===== src/clock_gen_pkg.sv =====
// Purpose: shared constants and types of the internal clock enable and divider block
// Assumes: system clock of 250 MHz
// Notes: register offsets are byte addresses on the plain register port
package clock_gen_pkg;

  localparam int CLK_HZ = 250_000_000;
  localparam int NOM_FREQ_HZ = 307_200;
  // nominal base clock period in system clock cycles
  localparam int NOM_PERIOD_CYC = CLK_HZ / NOM_FREQ_HZ;

  // period bounds for the frequency error bands (frequency 0.85, 0.95, 1.05, 1.15 of nominal)
  localparam int PERIOD_W = 12;
  localparam logic [PERIOD_W-1:0] SLOW_BIG_CYC = PERIOD_W'(NOM_PERIOD_CYC * 100 / 85);
  localparam logic [PERIOD_W-1:0] SLOW_MID_CYC = PERIOD_W'(NOM_PERIOD_CYC * 100 / 95);
  localparam logic [PERIOD_W-1:0] FAST_MID_CYC = PERIOD_W'(NOM_PERIOD_CYC * 100 / 105);
  localparam logic [PERIOD_W-1:0] FAST_BIG_CYC = PERIOD_W'(NOM_PERIOD_CYC * 100 / 115);
  localparam logic [PERIOD_W-1:0] NOM_CYC = PERIOD_W'(NOM_PERIOD_CYC);

  typedef enum logic [2:0] {
    ERR_SLOW_BIG = 3'b000,
    ERR_SLOW_MID = 3'b001,
    ERR_SLOW_SMALL = 3'b010,
    ERR_FAST_SMALL = 3'b011,
    ERR_FAST_MID = 3'b100,
    ERR_FAST_BIG = 3'b101
  } freq_err_e;

  localparam int MULT_W = 8;
  localparam int WORD_W = 12;
  localparam logic [WORD_W-1:0] STEP_BIG = 12'h020;
  localparam logic [WORD_W-1:0] STEP_MID = 12'h008;
  localparam logic [WORD_W-1:0] STEP_SMALL = 12'h001;
  localparam logic [WORD_W-1:0] WORD_MAX = 12'h9ff;
  localparam logic [WORD_W-1:0] WORD_RST = 12'h190;
  localparam logic [3:0] DIV_SLOWEST = 4'h9;
  localparam logic [12:0] DCO_MIN_HALF = 13'h0002;
  localparam logic [MULT_W-1:0] MULT_RST = 8'h00;

  localparam logic [7:0] REG_CTRL = 8'h00;
  localparam logic [7:0] REG_MULT = 8'h04;
  localparam logic [7:0] REG_DIV = 8'h08;
  localparam logic [7:0] REG_STAGE = 8'h0c;

  localparam int CTRL_INT_ON = 0;
  localparam int CTRL_EXT_ON = 1;
  localparam int CTRL_SEL_EXT = 2;
  localparam int CTRL_STABLE = 3;
  localparam int CTRL_INT_EN = 4;
  localparam int CTRL_EXT_EN = 5;
  localparam int CTRL_WORD_OK = 6;
  localparam int CTRL_STOP = 7;

endpackage


===== src/base_clock_if.sv =====
// Purpose: carries the internal clock, divider control and comparator results
// Assumes: one clock domain
// Notes: ctrl side is the oscillator and loop filter, divider side the base clock logic
`timescale 1ns/1ps
interface base_clock_if;
  import clock_gen_pkg::*;
  logic genEnable;
  logic internalClk;
  logic [MULT_W-1:0] multiplier;
  logic baseClk;
  logic measValid;
  freq_err_e measErr;
  logic measStable;
  modport ctrl (output genEnable, internalClk, multiplier, input baseClk, measValid, measErr, measStable);
  modport divider (input genEnable, internalClk, multiplier, output baseClk, measValid, measErr, measStable);
endinterface


===== src/internal_clock_enable_and_divider.sv =====
// Purpose: clock enable, digital oscillator, loop filter and bus clock dividers
// Assumes: stop mode input comes from same-clock logic; external clock arrives on a pin
// Notes: oscillator is modelled as a half-period counter on the system clock
// Behaviour
// - bus clock quarter of osc, half generator
// - generator output feeds system integration unit
// - stop mode asserts generator stop
// - generator stop holds internal, external and base clocks low
// - internal enable equals internal-on and not stop
// - internal enable low holds internal and base clocks low
// - external enable rule; low holds external low
// - internal clock is multiple of base
// - base clock by modulo N counter
// - factor zero or one bypasses divider
// - stable base clock runs at nominal
// - period set by stage and divider fields
// - control word valid 000 through 9ff
// - comparator results feed loop filter
// - loop filter steps 1, 8 or 32
// - divider values a to f act as nine
// - stable flag when error under five percent
`timescale 1ns/1ps
module internal_clock_enable_and_divider
  import clock_gen_pkg::*;
(
  input wire logic clk,
  input wire logic rstn,
  input wire logic stopMode,
  input wire logic extClkPin,
  input wire logic [7:0] regAddr,
  input wire logic [7:0] regWdata,
  input wire logic regWrite,
  input wire logic regRead,
  output logic [7:0] regRdata,
  output logic generatorStop,
  output logic internalGenEnable,
  output logic externalGenEnable,
  output logic internalClk,
  output logic externalClk,
  output logic baseClk,
  output logic oscOutClk,
  output logic genOutClk,
  output logic busClk,
  output logic filterStable
);

  logic rstMeta_reg;
  logic rstSyncN;
  logic extMeta_reg;
  logic extSync_reg;
  logic internalOn_reg;
  logic externalOn_reg;
  logic selExt_reg;
  logic [MULT_W-1:0] mult_reg;
  logic [WORD_W-1:0] word_reg;
  logic [WORD_W-1:0] word_next;
  logic genStop_reg;
  logic intEn_reg;
  logic extEn_reg;
  logic internal_clock_reg;
  logic external_clock_reg;
  logic [12:0] halfCnt_reg;
  logic [12:0] halfPeriod;
  logic [3:0] effDiv;
  logic wordOk;
  logic srcPrev_reg;
  logic sourceClk;
  logic [1:0] busDiv_reg;
  logic stable_reg;
  logic [7:0] rdata_reg;
  logic wordWrite;

  base_clock_if bcIf ();

  base_divider_comparator baseDiv (
    .clk(clk),
    .rstSyncN(rstSyncN),
    .bus(bcIf.divider)
  );

  // reset release through two flip-flops
  always_ff @(posedge clk or negedge rstn)
  begin
    if (!rstn)
    begin
      rstMeta_reg <= 1'b0;
      rstSyncN <= 1'b0;
    end
    else
    begin
      rstMeta_reg <= 1'b1;
      rstSyncN <= rstMeta_reg;
    end
  end

  // external clock pin is asynchronous to clk
  always_ff @(posedge clk or negedge rstSyncN)
  begin
    if (!rstSyncN)
    begin
      extMeta_reg <= 1'b0;
      extSync_reg <= 1'b0;
    end
    else
    begin
      extMeta_reg <= extClkPin;
      extSync_reg <= extMeta_reg;
    end
  end

  // control register writes
  always_ff @(posedge clk or negedge rstSyncN)
  begin
    if (!rstSyncN)
    begin
      internalOn_reg <= 1'b0;
      externalOn_reg <= 1'b0;
      selExt_reg <= 1'b0;
      mult_reg <= MULT_RST;
    end
    else if (regWrite)
    begin
      if (regAddr == REG_CTRL)
      begin
        internalOn_reg <= regWdata[CTRL_INT_ON];
        externalOn_reg <= regWdata[CTRL_EXT_ON];
        selExt_reg <= regWdata[CTRL_SEL_EXT];
      end
      else if (regAddr == REG_MULT)
        mult_reg <= regWdata[MULT_W-1:0];
    end
  end

  // enables are registered beside the stop flag so all three move together
  always_ff @(posedge clk or negedge rstSyncN)
  begin
    if (!rstSyncN)
    begin
      genStop_reg <= 1'b0;
      intEn_reg <= 1'b0;
      extEn_reg <= 1'b0;
    end
    else
    begin
      genStop_reg <= stopMode;
      intEn_reg <= internalOn_reg && !stopMode;
      extEn_reg <= externalOn_reg && !stopMode;
    end
  end

  // divider field above nine behaves as the slowest setting
  assign effDiv = (word_reg[11:8] > DIV_SLOWEST) ? DIV_SLOWEST : word_reg[11:8];
  assign halfPeriod = {1'b0, effDiv, word_reg[7:0]} + DCO_MIN_HALF;
  assign wordOk = (word_reg <= WORD_MAX);

  // oscillator: toggles each half period; a larger word runs slower
  always_ff @(posedge clk or negedge rstSyncN)
  begin
    if (!rstSyncN)
    begin
      halfCnt_reg <= '0;
      internal_clock_reg <= 1'b0;
    end
    else if (!intEn_reg)
    begin
      halfCnt_reg <= '0;
      internal_clock_reg <= 1'b0;
    end
    else if (halfCnt_reg + 13'h0001 >= halfPeriod)
    begin
      halfCnt_reg <= '0;
      internal_clock_reg <= ~internal_clock_reg;
    end
    else
      halfCnt_reg <= halfCnt_reg + 13'h0001;
  end

  always_ff @(posedge clk or negedge rstSyncN)
  begin
    if (!rstSyncN)
      external_clock_reg <= 1'b0;
    else
      external_clock_reg <= extEn_reg && extSync_reg;
  end

  // loop filter; 12-bit add lets a stage overflow carry into the divider field
  always_comb
  begin
    word_next = word_reg;
    if (bcIf.measValid)
    begin
      case (bcIf.measErr)
        ERR_SLOW_BIG: word_next = word_reg - STEP_BIG;
        ERR_SLOW_MID: word_next = word_reg - STEP_MID;
        ERR_SLOW_SMALL: word_next = word_reg - STEP_SMALL;
        ERR_FAST_SMALL: word_next = word_reg + STEP_SMALL;
        ERR_FAST_MID: word_next = word_reg + STEP_MID;
        ERR_FAST_BIG: word_next = word_reg + STEP_BIG;
        default: word_next = word_reg;
      endcase
    end
  end

  assign wordWrite = regWrite && (regAddr == REG_DIV || regAddr == REG_STAGE);

  // a software write to the word wins over a correction in the same cycle
  always_ff @(posedge clk or negedge rstSyncN)
  begin
    if (!rstSyncN)
      word_reg <= WORD_RST;
    else if (wordWrite && regAddr == REG_DIV)
      word_reg <= {regWdata[3:0], word_reg[7:0]};
    else if (wordWrite)
      word_reg <= {word_reg[11:8], regWdata};
    else if (intEn_reg)
      word_reg <= word_next;
  end

  always_ff @(posedge clk or negedge rstSyncN)
  begin
    if (!rstSyncN)
      stable_reg <= 1'b0;
    else
      stable_reg <= intEn_reg && bcIf.measStable;
  end

  // selected source feeds the generator output and bus clock dividers
  assign sourceClk = selExt_reg ? external_clock_reg : internal_clock_reg;

  always_ff @(posedge clk or negedge rstSyncN)
  begin
    if (!rstSyncN)
    begin
      srcPrev_reg <= 1'b0;
      busDiv_reg <= 2'h0;
    end
    else
    begin
      srcPrev_reg <= sourceClk;
      if (sourceClk && !srcPrev_reg)
        busDiv_reg <= busDiv_reg + 2'h1;
    end
  end

  always_ff @(posedge clk or negedge rstSyncN)
  begin
    if (!rstSyncN)
      rdata_reg <= 8'h00;
    else if (regRead)
    begin
      if (regAddr == REG_CTRL)
        rdata_reg <= {genStop_reg, wordOk, extEn_reg, intEn_reg, stable_reg, selExt_reg,
          externalOn_reg, internalOn_reg};
      else if (regAddr == REG_MULT)
        rdata_reg <= mult_reg;
      else if (regAddr == REG_DIV)
        rdata_reg <= {4'h0, word_reg[11:8]};
      else if (regAddr == REG_STAGE)
        rdata_reg <= word_reg[7:0];
      else
        rdata_reg <= 8'h00;
    end
    else
      rdata_reg <= 8'h00;
  end

  assign bcIf.genEnable = intEn_reg;
  assign bcIf.internalClk = internal_clock_reg;
  assign bcIf.multiplier = mult_reg;

  assign regRdata = rdata_reg;
  assign generatorStop = genStop_reg;
  assign internalGenEnable = intEn_reg;
  assign externalGenEnable = extEn_reg;
  assign internalClk = internal_clock_reg;
  assign externalClk = external_clock_reg;
  assign baseClk = bcIf.baseClk;
  assign oscOutClk = srcPrev_reg;
  assign genOutClk = busDiv_reg[0];
  assign busClk = busDiv_reg[1];
  assign filterStable = stable_reg;
endmodule


===== src/base_divider_comparator.sv =====
// Purpose: modulo N divider forming the base clock, and base clock frequency comparator
// Assumes: internal clock is a registered level on the system clock
// Notes: the first base period after enabling is partial and is not measured
`timescale 1ns/1ps
module base_divider_comparator
  import clock_gen_pkg::*;
(
  input wire logic clk,
  input wire logic rstSyncN,
  base_clock_if.divider bus
);

  logic iclkPrev_reg;
  logic basePrev_reg;
  logic [MULT_W-1:0] cnt_reg;
  logic baseClk_reg;
  logic [PERIOD_W-1:0] period_reg;
  logic seen_reg;
  logic measValid_reg;
  freq_err_e measErr_reg;
  logic measStable_reg;
  logic iclkRise;
  logic baseRise;
  logic bypass;

  assign iclkRise = bus.internalClk & ~iclkPrev_reg;
  assign baseRise = baseClk_reg & ~basePrev_reg;
  assign bypass = (bus.multiplier <= MULT_W'(1));
  assign bus.baseClk = baseClk_reg;
  assign bus.measValid = measValid_reg;
  assign bus.measErr = measErr_reg;
  assign bus.measStable = measStable_reg;

  function automatic freq_err_e classify(input logic [PERIOD_W-1:0] p);
    if (p > SLOW_BIG_CYC)
      return ERR_SLOW_BIG;
    else if (p > SLOW_MID_CYC)
      return ERR_SLOW_MID;
    else if (p > NOM_CYC)
      return ERR_SLOW_SMALL;
    else if (p > FAST_MID_CYC)
      return ERR_FAST_SMALL;
    else if (p > FAST_BIG_CYC)
      return ERR_FAST_MID;
    else
      return ERR_FAST_BIG;
  endfunction

  always_ff @(posedge clk or negedge rstSyncN)
  begin
    if (!rstSyncN)
    begin
      iclkPrev_reg <= 1'b0;
      basePrev_reg <= 1'b0;
    end
    else
    begin
      iclkPrev_reg <= bus.internalClk;
      basePrev_reg <= baseClk_reg;
    end
  end

  // modulo N counter; phase cleared while disabled so the base clock restarts cleanly
  always_ff @(posedge clk or negedge rstSyncN)
  begin
    if (!rstSyncN)
      cnt_reg <= '0;
    else if (!bus.genEnable || bypass)
      cnt_reg <= '0;
    else if (iclkRise)
      cnt_reg <= (cnt_reg + MULT_W'(1) >= bus.multiplier) ? '0 : cnt_reg + MULT_W'(1);
  end

  always_ff @(posedge clk or negedge rstSyncN)
  begin
    if (!rstSyncN)
      baseClk_reg <= 1'b0;
    else if (!bus.genEnable)
      baseClk_reg <= 1'b0;
    else if (bypass)
      baseClk_reg <= bus.internalClk;
    else
      baseClk_reg <= (cnt_reg < (bus.multiplier >> 1));
  end

  // comparator: measures base clock period against the nominal count
  always_ff @(posedge clk or negedge rstSyncN)
  begin
    if (!rstSyncN)
    begin
      period_reg <= '0;
      seen_reg <= 1'b0;
      measValid_reg <= 1'b0;
      measErr_reg <= ERR_SLOW_SMALL;
      measStable_reg <= 1'b0;
    end
    else if (!bus.genEnable)
    begin
      period_reg <= '0;
      seen_reg <= 1'b0;
      measValid_reg <= 1'b0;
      measStable_reg <= 1'b0;
    end
    else
    begin
      measValid_reg <= baseRise && seen_reg;
      if (baseRise)
      begin
        period_reg <= PERIOD_W'(1);
        seen_reg <= 1'b1;
        if (seen_reg)
        begin
          measErr_reg <= classify(period_reg);
          measStable_reg <= (period_reg <= SLOW_MID_CYC) && (period_reg > FAST_MID_CYC);
        end
      end
      else if (period_reg != '1)
        period_reg <= period_reg + PERIOD_W'(1);
    end
  end
endmodule


===== config.mk =====
export PLATFORM = sky130hd
export DESIGN_NAME = internal_clock_enable_and_divider
export DESIGN_NICKNAME = d
export VERILOG_FILES = /design/src/clock_gen_pkg.sv /design/src/base_clock_if.sv /design/src/internal_clock_enable_and_divider.sv /design/src/base_divider_comparator.sv
export SDC_FILE = /design/constraint.sdc
export NUM_CORES = 1
export LEC_CHECK = 0
export BUFFER_PORTS_ARGS = -buffer_cell sky130_fd_sc_hd__buf_2
export CAP_MARGIN = 20
export CORE_UTILIZATION = 55
export DETAILED_ROUTE_END_ITERATION = 8
export MAX_ROUTING_LAYER = met4
export PLACE_DENSITY = 0.73
export SLEW_MARGIN = 20
export SYNTH_ARGS = -nofsm -noshare
export SYNTH_HDL_FRONTEND = slang
export SYNTH_HIERARCHICAL = 1
export SYNTH_SLANG_ARGS = --single-unit

===== constraint.sdc =====
create_clock -name clk -period 8.3 [get_ports clk]
set_clock_uncertainty 0.2 [all_clocks]
set_input_delay 0.415 -clock clk [delete_from_list [all_inputs] [get_ports clk]]
set_output_delay 0.415 -clock clk [all_outputs]
set_load 0.01 [all_outputs]

# Yosys cells after proc, flatten, opt, wreduce, memory -nomap -nowiden
# Index checks and enable logic that the tools add are counted.
dict set report totals {
  output_inout_bits 18
  ff_bits 86
  elab_cells 137
  input_bits 22
}
dict set report classes {
  n_bitwise 7
  addsub 11
  mux 35
  reduce_logical 29
  magnitude_cmp 12
  n_eq_ne 14
}
# operator count
set op_table {}
lappend op_table {{2-to-1 mux 12 bit} 7}
lappend op_table {{one-hot mux 12 bit (6 select lines)} 1}
lappend op_table {{2-to-1 mux 8 bit} 8}
lappend op_table {{> comparator 12 x 10 -> 1 bit, second input constant} 5}
lappend op_table {{2-to-1 mux 13 bit} 2}
lappend op_table {{adder 12 x 1 -> 12 bit, second input constant} 2}
lappend op_table {{equality test 8 x 4 -> 1 bit, second input constant} 2}
lappend op_table {{nonzero test 7 bit} 2}
lappend op_table {{adder 12 x 2 -> 13 bit, second input constant} 1}
lappend op_table {{adder 13 x 1 -> 13 bit, second input constant} 1}
lappend op_table {{>= comparator 13 bit} 1}
lappend op_table {{adder 12 x 4 -> 12 bit, second input constant} 1}
lappend op_table {{adder 12 x 6 -> 12 bit, second input constant} 1}
lappend op_table {{<= comparator 12 x 10 -> 1 bit, second input constant} 1}
lappend op_table {{<= comparator 12 bit, second input constant} 1}
lappend op_table {{2-to-1 mux 1 bit} 12}
lappend op_table {{2-to-1 mux 3 bit} 4}
lappend op_table {{!= test 12 bit, second input constant} 1}
lappend op_table {{subtractor 12 x 1 -> 12 bit, second input constant} 1}
lappend op_table {{subtractor 12 x 4 -> 12 bit, second input constant} 1}
lappend op_table {{subtractor 12 x 6 -> 12 bit, second input constant} 1}
lappend op_table {{nonzero test 2 bit} 5}
lappend op_table {{logical AND 1 bit} 9}
lappend op_table {{adder 8 x 1 -> 8 bit, second input constant} 1}
lappend op_table {{other kinds (21)} 37}

# Depth between registers and ports, before layout
# Gate-level depths: netlist (run 1).
dict set report depth {
  depth_word 6
  depth_mapped 16
  mapped_depth_nobuf 14
}

# By module
# Netlist (run 1), hierarchy kept.
# mod area_per_inst_um2 cells_per_inst n_inst seq_area_each_um2
set modules_own_cells {}
lappend modules_own_cells {internal_clock_enable_and_divider 4320.4 480 1 1430.1}
lappend modules_own_cells {base_divider_comparator 1961.9 207 1 726.9}

# Worst setup path before layout (run 1)
# OpenSTA, ideal clock, no wires.
dict set report synth_timing {
  path_type {reg2reg}
  start {register word_reg[5]}
  end {register halfCnt_reg[10]}
  required_ns 7.967
  stages_incl_launch_ff 16
  setup_ns 0.133
  path_buffers 2
  setup_slack_ns 5.056
  arrival_ns 2.911
  synth_period_minus_slack_ns 3.244
  cell_sequence {dfrtp_1 -> clkbuf_1 -> and3_1 -> and2_1 -> nand4_1 -> or3_1 -> a21o_1 -> ha_1 -> a21oi_1 -> nor2b_1 -> o21ai_0 -> nand3b_1 -> nor2_1 -> a21oi_1 -> clkbuf_1 -> nor2b_1}
}
dict set report synth_between {
  elab_chain_cells 4
}
# item line_no
set synth_rtl {}
lappend synth_rtl {{from (decl)} internal_clock_enable_and_divider.sv:55} ;# logic [WORD_W-1:0] word_reg;
lappend synth_rtl {{from (signal assigned)} internal_clock_enable_and_divider.sv:212} ;# word_reg <= {regWdata[3:0], word_reg[7:0]};
lappend synth_rtl {{from (signal assigned)} internal_clock_enable_and_divider.sv:214} ;# word_reg <= {word_reg[11:8], regWdata};
lappend synth_rtl {{from (signal assigned)} internal_clock_enable_and_divider.sv:216} ;# word_reg <= word_next;
lappend synth_rtl {{adder 12 x 2 -> 13 bit} internal_clock_enable_and_divider.sv:153} ;# assign halfPeriod = {1'b0, effDiv, word_reg[7:0]} + DCO_MIN_HALF;
lappend synth_rtl {{>= comparator 13 bit} internal_clock_enable_and_divider.sv:169} ;# else if (halfCnt_reg + 13'h0001 >= halfPeriod)
lappend synth_rtl {{2-to-1 mux 13 bit} internal_clock_enable_and_divider.sv:169}
lappend synth_rtl {{2-to-1 mux 13 bit} internal_clock_enable_and_divider.sv:164} ;# else if (!intEn_reg)
lappend synth_rtl {{to (signal assigned)} internal_clock_enable_and_divider.sv:175} ;# halfCnt_reg <= halfCnt_reg + 13'h0001;
lappend synth_rtl {{to (decl)} internal_clock_enable_and_divider.sv:62} ;# logic [12:0] halfCnt_reg;
# Every way passes these cells.
# A chain may end at the register's enable or synchronous reset.

# Worst setup path in the final report (run 1)
dict set report layout_timing {
  start {register word_reg[5]}
  end {register halfCnt_reg[9]}
}
# Same word-level chain as after synthesis.

==> flow_metrics.py, run 1 <==
metrics = {
    "outcome": {
        "status": "finished, final reports clean",
    },
    "floorplanning": {
        "die_y_um": 108.9,
        "initial_utilization_pct": 57.20,
        "fp.dieW_um": 108.9,
        "coreArea_um2": 10980,
        "core.rowCount": 38,
        "pin_count": 40,
        "dieArea_um2": 11850,
    },
    "finish": {
        "layout.cells.non_filler": 861,
        "final_nets": 797,
        "layout-drive-gt1-share_pct": 11.65,
        "final_cell_area_um2": 6898,
        "area_delta_synth_final_pct": 9.799,
        "diodes": 0,
        "largest_reg_flops": 13,
    },
    "grt": {
        "antenna_found_initial": 0,
        "grt_overflow": 0,
        "grt_pass1_wl_um": 24560,
        "grt_max_degree": 57,
        "grt_pass1_vias": 5167,
        "grt.total_usage_pct": 27.85,
    },
    "yosys": {
        "synth_warnings": 6,
        "synth_top_cell_area_share_pct": 32.66,
        "netlist_area_um2": 6282,
        "synthArstFlopShare_pct": 100.0,
        "syn_avg_cell_area_um2": 9.145,
        "ys_ff_latch": 86,
        "yosysSeqAreaShare_pct": 34.34,
        "ys_types": 77,
        "yosys-top-cells-count": "dfrtp_1 (82), nor2_1 (72), ha_1 (56)",
        "synth_cells": 687,
        "synth.most_common_cell": "dfrtp_1",
        "synth_largest_area_cell": "dfrtp_1",
        "synth_edf_count": 0,
        "synth_ff_type": "dfrtp_1",
        "yosys-top-cells-area": "dfrtp_1 (33%), ha_1 (11%), nor2_1 (4.3%), xor2_1 (4.2%), xnor2_1 (3.3%)",
    },
    "cts": {
        "cts_tree": "yes",
        "cts.sinks": 86,
        "cts_made_buffers": 9,
        "cts_resized": 0,
        "cts_buffer_depth": 2,
        "h-tree-depth": 3,
        "cts.root.buffer_cell": "clkbuf_16",
        "clk_pin_slew_ns": 0.06,
        "insertion_delay_ns": 0.35,
    },
    "timing": {
        "slew_viol_final": 0,
        "grt_setup_unrepaired": "false",
        "tightestPinTransition_ns": 0.9455,
        "relSlewSlack_pct": 36.96,
        "setup_viol": 0,
        "period_minus_slack_ns": 3.720,
        "max_freq_ghz": 0.2688,
        "setup_tns_ns": 0,
        "hold_viol_final": 0,
        "fin_crit_sh_pct": 44.82,
    },
    "power_and_ir_drop": {
        "power.static_leakage_nw": 3.330,
        "vdd_drop_max_mv": 0.1440,
        "powerDensity_nw_per_um2": 154.8,
        "p_total_mw": 1.068,
    },
    "routing": {
        "vias_per_cell": 6.135,
        "final_antenna_net_count": 0,
        "dr.pass1.iters": 5,
        "drc_errors": 0,
        "drt_wl_total_um": 15040,
        "num_vias": 5282,
        "drt-initial-drc-count": 325,
        "wire_per_inst_um": 17.46,
    },
    "setup_path": {
        "path_max_fanout": 13,
        "crit_path_end_kind": "register",
        "startpoint_type": "register",
        "worstPathRequired_ns": 8.30,
        "r2r_start": "word_reg[5]",
        "ff2ff_path_depth": 13,
        "crit_type": "reg2reg",
        "timing.reg2reg.setup_slack_ns": 4.58,
        "timing.rr.end": "halfCnt_reg[9]",
        "critical_path_arrival_ns": 3.72,
    },
    "place": {
        "placed_cell_area_um2": 6544,
        "placed_cells_incl_taps": 842,
        "place_congestion": 0.9299,
        "dp_hpwl_um": 11260,
        "portBuffers": 39,
    },
    "hold_path": {
        "hold_class": "reg2async",
    },
    "job": {
        "max_cap_viol_count": 0,
    },
}
-- layout by cell type, fill, tap and decap left out, types with 5 or more instances in the layout --
cell and count:
o21ai_0 28, a22o_1 5, a211oi_1 8, mux2_2 6, inv_1 31, and2_1 8, xor2_1 30, nand2b_1 11
mux2i_1 7, nor2b_1 12, nor2_1 72, a21oi_1 36, o21a_1 8, clkbuf_16 9, xnor2_1 24, nand3_1 23
dfrtp_1 81, buf_2 39, o31ai_1 5, nand4_1 10, nor3_1 13, a2111oi_0 9, and3_1 16, ha_1 56
a21o_1 15, mux2_1 7, nand2_1 47, o21ai_1 9
-- report_power, final --
part / internal [mW] / switching (mW) / total [mW]
clock network: 0.272 / 0.168 / 0.440
registers: 0.432 / 0.0221 / 0.454
logic: 0.0783 / 0.0956 / 0.174
total: 0.782 / 0.286 / 1.07
-- area by class of cell --
class	instances	area, um^2
clock buffer	11	242.7
clock inverter	5	81.33
fill	905	4085
inverter	31	116.4
multi-input combinational	545	3889
sequential	86	2161
tap	140	175.2
timing repair buffer	43	232.7
-- critical path: stages, from the launching register on --
cell and delay, ns:
dfrtp_1 0.63, and3_1 0.23, and2_1 0.16, nand4_1 0.15
or3_1 0.38, a21o_1 0.18, ha_1 0.29, a21oi_1 0.07
nor2b_1 0.11, o21ai_0 0.08, nand3b_1 0.16, nor2_1 0.09
a21oi_1 0.73, nor2b_1 0.10
-- per-stage QoR --
stage | setup WS, ns | hold slack, ns | util [%]
2_1_floorplan | 5.056 | -0.08059 | -
3_3_place_gp | 4.732 | -0.0002444 | 59.58
3_5_place_dp | 4.595 | 0.001106 | 59.58
4_1_cts | 4.589 | 0.001370 | 62.71
5_1_grt | 4.255 | 0.09914 | 62.80
6_report | 4.580 | 0.05117 | 62.80
-- repair_timing --
action                                 in CTS  in global routing
buffers inserted                            0                  0
endpoints found under the hold margin       3                  1
hold buffers                                2                  1
-- kinds of logic (layout without fill, tap and decap cells) --
group	Yosys count	after routing	synth area share [%]
multiplexers	21	21	3.684
flip-flops	86	86	34.34
XOR/XNOR	54	54	7.528
adder cells (fa/ha/maj)	59	59	12.11
other	1	2	0.05969
AO/OA/AOI/OAI	168	168	19.18
AND/OR/NAND/NOR	241	241	19.28
buffers and inverters	57	90	3.824
-- routing by layer --
metal | part of all wire [%] | GRT usage (%) | vias up
li1 | - | - | 2553
met1 | 43 | 33.04 | 2557
met2 | 49 | 46.99 | 148
met3 | 5.8 | 6.635 | 24
met4 | 1.8 | 7.819 | 0
met5 | 0 | - | -
-- worst max-delay path by stage --
stage	end	depth (start not counted)	slack, ns	start
floorplan	halfCnt_reg[10]	15	5.06	word_reg[5]
global placement	halfCnt_reg[10]	13	4.73	word_reg[5]
detailed placement	halfCnt_reg[8]	13	4.59	word_reg[5]
CTS	halfCnt_reg[9]	13	4.59	word_reg[5]
global route	halfCnt_reg[1]	13	4.25	word_reg[5]
finish	halfCnt_reg[9]	13	4.58	word_reg[5]
Power figures use the tool's default switching activity.
==> inputs of run 2 (changes only) <==
--- a/config.mk
+++ b/config.mk
@@ -5,12 +5,13 @@
 export SDC_FILE = /design/constraint.sdc
 export NUM_CORES = 1
 export LEC_CHECK = 0
+export ABC_AREA = 1
 export BUFFER_PORTS_ARGS = -buffer_cell sky130_fd_sc_hd__buf_2
 export CAP_MARGIN = 20
 export CORE_UTILIZATION = 55
 export DETAILED_ROUTE_END_ITERATION = 8
 export MAX_ROUTING_LAYER = met4
-export PLACE_DENSITY = 0.73
+export PLACE_DENSITY = 0.76
 export SLEW_MARGIN = 20
 export SYNTH_ARGS = -nofsm -noshare
 export SYNTH_HDL_FRONTEND = slang
==> constraint.sdc (replaced) <==
create_clock -name clk -period 3.12 [get_ports clk]
set_clock_uncertainty 0.2 [all_clocks]
set_input_delay 0.156 -clock clk [delete_from_list [all_inputs] [get_ports clk]]
set_output_delay 0.156 -clock clk [all_outputs]
set_load 0.01 [all_outputs]
==> flow_metrics.py, run 2 <==
metrics = {
    "setup_path": {
        "slowest_stage": "dfrtp_1",
        "path_max_fanout": 14,
        "cp_num_buf_inv": 5,
        "crit_type": "reg2reg",
        "slowest_delay_ns": 0.37,
        "critical_path_arrival_ns": 2.92,
        "cp_top_family": "simple AND/OR/NAND/NOR gates",
        "crit_path_end_kind": "register",
        "startpoint_type": "register",
        "crit_chain": "ha_1 > nand2_1 > inv_2 > nand2_1 > nor2_2 > inv_1 > nor2_4 > nand2_1 > xor2_1 > inv_1 > ha_1 > nand4_1 > nor3_1 > o21ai_0 > nand4_1 > buf_6 > inv_1 > and2_1",
        "worstPathRequired_ns": 3.16,
    },
    "power_and_ir_drop": {
        "power.static_leakage_nw": 4.246,
        "p_seq_share_pct": 41.8,
        "switching_share_pct": 28.50,
        "vdd_drop_max_mv": 0.2262,
        "powerDensity_nw_per_um2": 365.3,
        "p_sw_mw": 0.8130,
        "p_int_mw": 2.040,
        "clkPwrFrac_pct": 41.0,
        "p_comb_share_pct": 17.2,
    },
    "grt": {
        "antenna_found_initial": 0,
        "grt_max_degree": 54,
        "grt_overflow": 0,
        "grt_pass1_vias": 5885,
        "grt.total_usage_pct": 28.76,
        "grt_pass1_wl_um": 28350,
    },
    "finish": {
        "diodes": 0,
        "area_delta_synth_final_pct": 13.64,
        "final_cell_mix": "nand2_1 (296), inv_1 (164), nor2_1 (87)",
        "layout-drive-gt1-share_pct": 11.14,
        "fillers": 1104,
        "largest_reg_flops": 13,
        "layout_commonest_cell": "nand2_1",
        "final_nets": 1153,
    },
    "yosys": {
        "synth_fa_ha_area_share_pct": 11.07,
        "synth_largest_area_cell": "dfrtp_1",
        "synth_top_cell_area_share_pct": 29.86,
        "syn_avg_cell_area_um2": 6.866,
        "netlist_area_um2": 6873,
        "yosys-top-cells-area": "dfrtp_1 (30%), nand2_1 (16%), ha_1 (10%), inv_1 (9.0%), nand3_1 (5.6%)",
        "synth-xor-area-share_pct": 3.058,
        "synthMuxAreaShare_pct": 0,
        "yosysSeqAreaShare_pct": 31.39,
        "yosys-top-cells-count": "nand2_1 (296), inv_1 (164), nor2_1 (87)",
        "synth_warnings": 6,
        "synth_cells": 1001,
        "ys_types": 43,
        "synth.most_common_cell": "nand2_1",
        "synthArstFlopShare_pct": 100.0,
        "synth_top_family_by_area": "simple AND/OR/NAND/NOR gates",
        "synth_edf_count": 0,
        "ys_ff_latch": 86,
        "synth_compound_area_share_pct": 8.666,
        "synth_ff_type": "dfrtp_1",
        "synth-simple-area-share_pct": 35.54,
    },
    "cts": {
        "cts_buffer_depth": 2,
        "cts.root.buffer_cell": "clkbuf_16",
        "insertion_delay_ns": 0.35,
        "h-tree-depth": 3,
        "cts_tree": "yes",
        "cts_made_buffers": 9,
        "clk_pin_slew_ns": 0.07,
        "cts.sinks": 86,
    },
    "floorplanning": {
        "dieArea_um2": 12950,
        "fp.dieW_um": 113.8,
        "initial_utilization_pct": 56.75,
        "coreArea_um2": 12110,
        "core.rowCount": 40,
        "pin_count": 40,
        "die_y_um": 113.8,
    },
    "timing": {
        "relSlewSlack_pct": 50.63,
        "setup_viol": 0,
        "tightestPinTransition_ns": 0.7405,
        "hold_viol_final": 0,
        "period_minus_slack_ns": 2.877,
        "grt_setup_unrepaired": "false",
        "hold-worst-slack_ns": 0.04946,
        "setup_tns_ns": 0,
        "max_freq_ghz": 0.3476,
        "fin_crit_sh_pct": 92.21,
        "slew_viol_final": 0,
    },
    "routing": {
        "drt_wl_total_um": 16980,
        "final_antenna_net_count": 0,
        "wire_per_inst_um": 13.64,
        "dr.pass1.iters": 6,
        "num_vias": 6434,
        "vias_per_cell": 5.168,
        "drc_errors": 0,
        "drt-initial-drc-count": 472,
    },
    "place": {
        "portBuffers": 39,
        "place_congestion": 0.9290,
        "dp_hpwl_um": 12820,
    },
    "outcome": {
        "status": "finished, final reports clean",
    },
    "hold_path": {
        "hold_class": "in2reg",
    },
    "job": {
        "max_cap_viol_count": 0,
    },
}
==> run 2: layer usage <==
layer	wire [um]	vias to the layer above	global-route usage, %
met4	408	0	11.52
li1	-	3319	-
met5	0	-	-
met2	7686	168	45.53
met3	894	28	3.188
met1	7995	2919	37.89
==> run 2: what timing repair did <==
item,4_1_cts,5_1_grt
hold endpoints to repair,29,0
setup endpoints to repair,0,11
hold buffers,13,0
gates resized for setup,0,3
setup buffers,0,1
==> run 2: power by group through the flow <==
stage                     Combinational, mW  Clock [mW]  Sequential, mW
final                                 0.491        1.17            1.19
after floorplan                       0.336           0            1.21
after CTS                             0.489        1.18            1.19
after global placement                0.466           0            1.21
after global routing                  0.560        1.22            1.20
after detailed placement              0.473           0            1.21
==> run 2: worst reg2reg max path, stage by stage, from the launching register on <==
cell     delay [ns]
dfrtp_1        0.37
ha_1           0.18
nand2_1        0.07
inv_2          0.07
nand2_1        0.08
nor2_2         0.11
inv_1          0.09
nor2_4         0.12
nand2_1        0.07
xor2_1         0.19
inv_1          0.07
ha_1           0.33
nand4_1        0.11
nor3_1         0.15
o21ai_0        0.12
nand4_1        0.11
buf_6          0.16
inv_1          0.06
and2_1         0.13
==> run 2: area by class of cell <==
class	count	area [um^2]	area share, %
multi-input combinational	737	4029	51.59
clock inverter	5	82.58	1.057
clock buffer	11	232.7	2.980
sequential	86	2161	27.67
tap	168	210.2	2.691
timing repair buffer	64	431.7	5.527
inverter	174	663.1	8.491
==> run 2: kinds of logic after synthesis <==
logic type               after synthesis
adder cells (fa/ha/maj)               59
flip-flops                            86
AO/OA/AOI/OAI                        113
AND/OR/NAND/NOR                      539
other                                  1
buffers and inverters                179
XOR/XNOR                              24
==> run 2: stage by stage <==
step	total power [mW]	instances	setup slack [ns]	util (%)	cell area, um^2
after floorplan	1.546	1002	0.3543	-	6877
after global placement	1.678	1215	0.3333	60.61	7341
after detailed placement	1.687	1215	0.2054	60.61	7341
after CTS	2.862	1244	0.1766	64.29	7786
after global routing	2.975	1245	0.008031	64.48	7810
final	2.853	1245	0.2432	64.48	7810
==> run 2: final timing paths <==
| check | slack, ns | endpoint | startpoint | cells after the start |
|---|---|---|---|---|
| min in group asynchronous | 0.19 | baseDiv/bus.measErr[2] | rstSyncN | 0 |
| min reg2reg | 0.15 | rstSyncN | rstMeta_reg | 0 |
| max | 0.24 | halfCnt_reg[10] | halfCnt_reg[0] | 18 |
| max in group asynchronous | 1.90 | baseDiv/cnt_reg[7] | rstSyncN | 1 |
| min | 0.05 | regRdata[0] | regAddr[2] | 5 |
| max reg2reg | 0.24 | halfCnt_reg[10] | halfCnt_reg[0] | 18 |
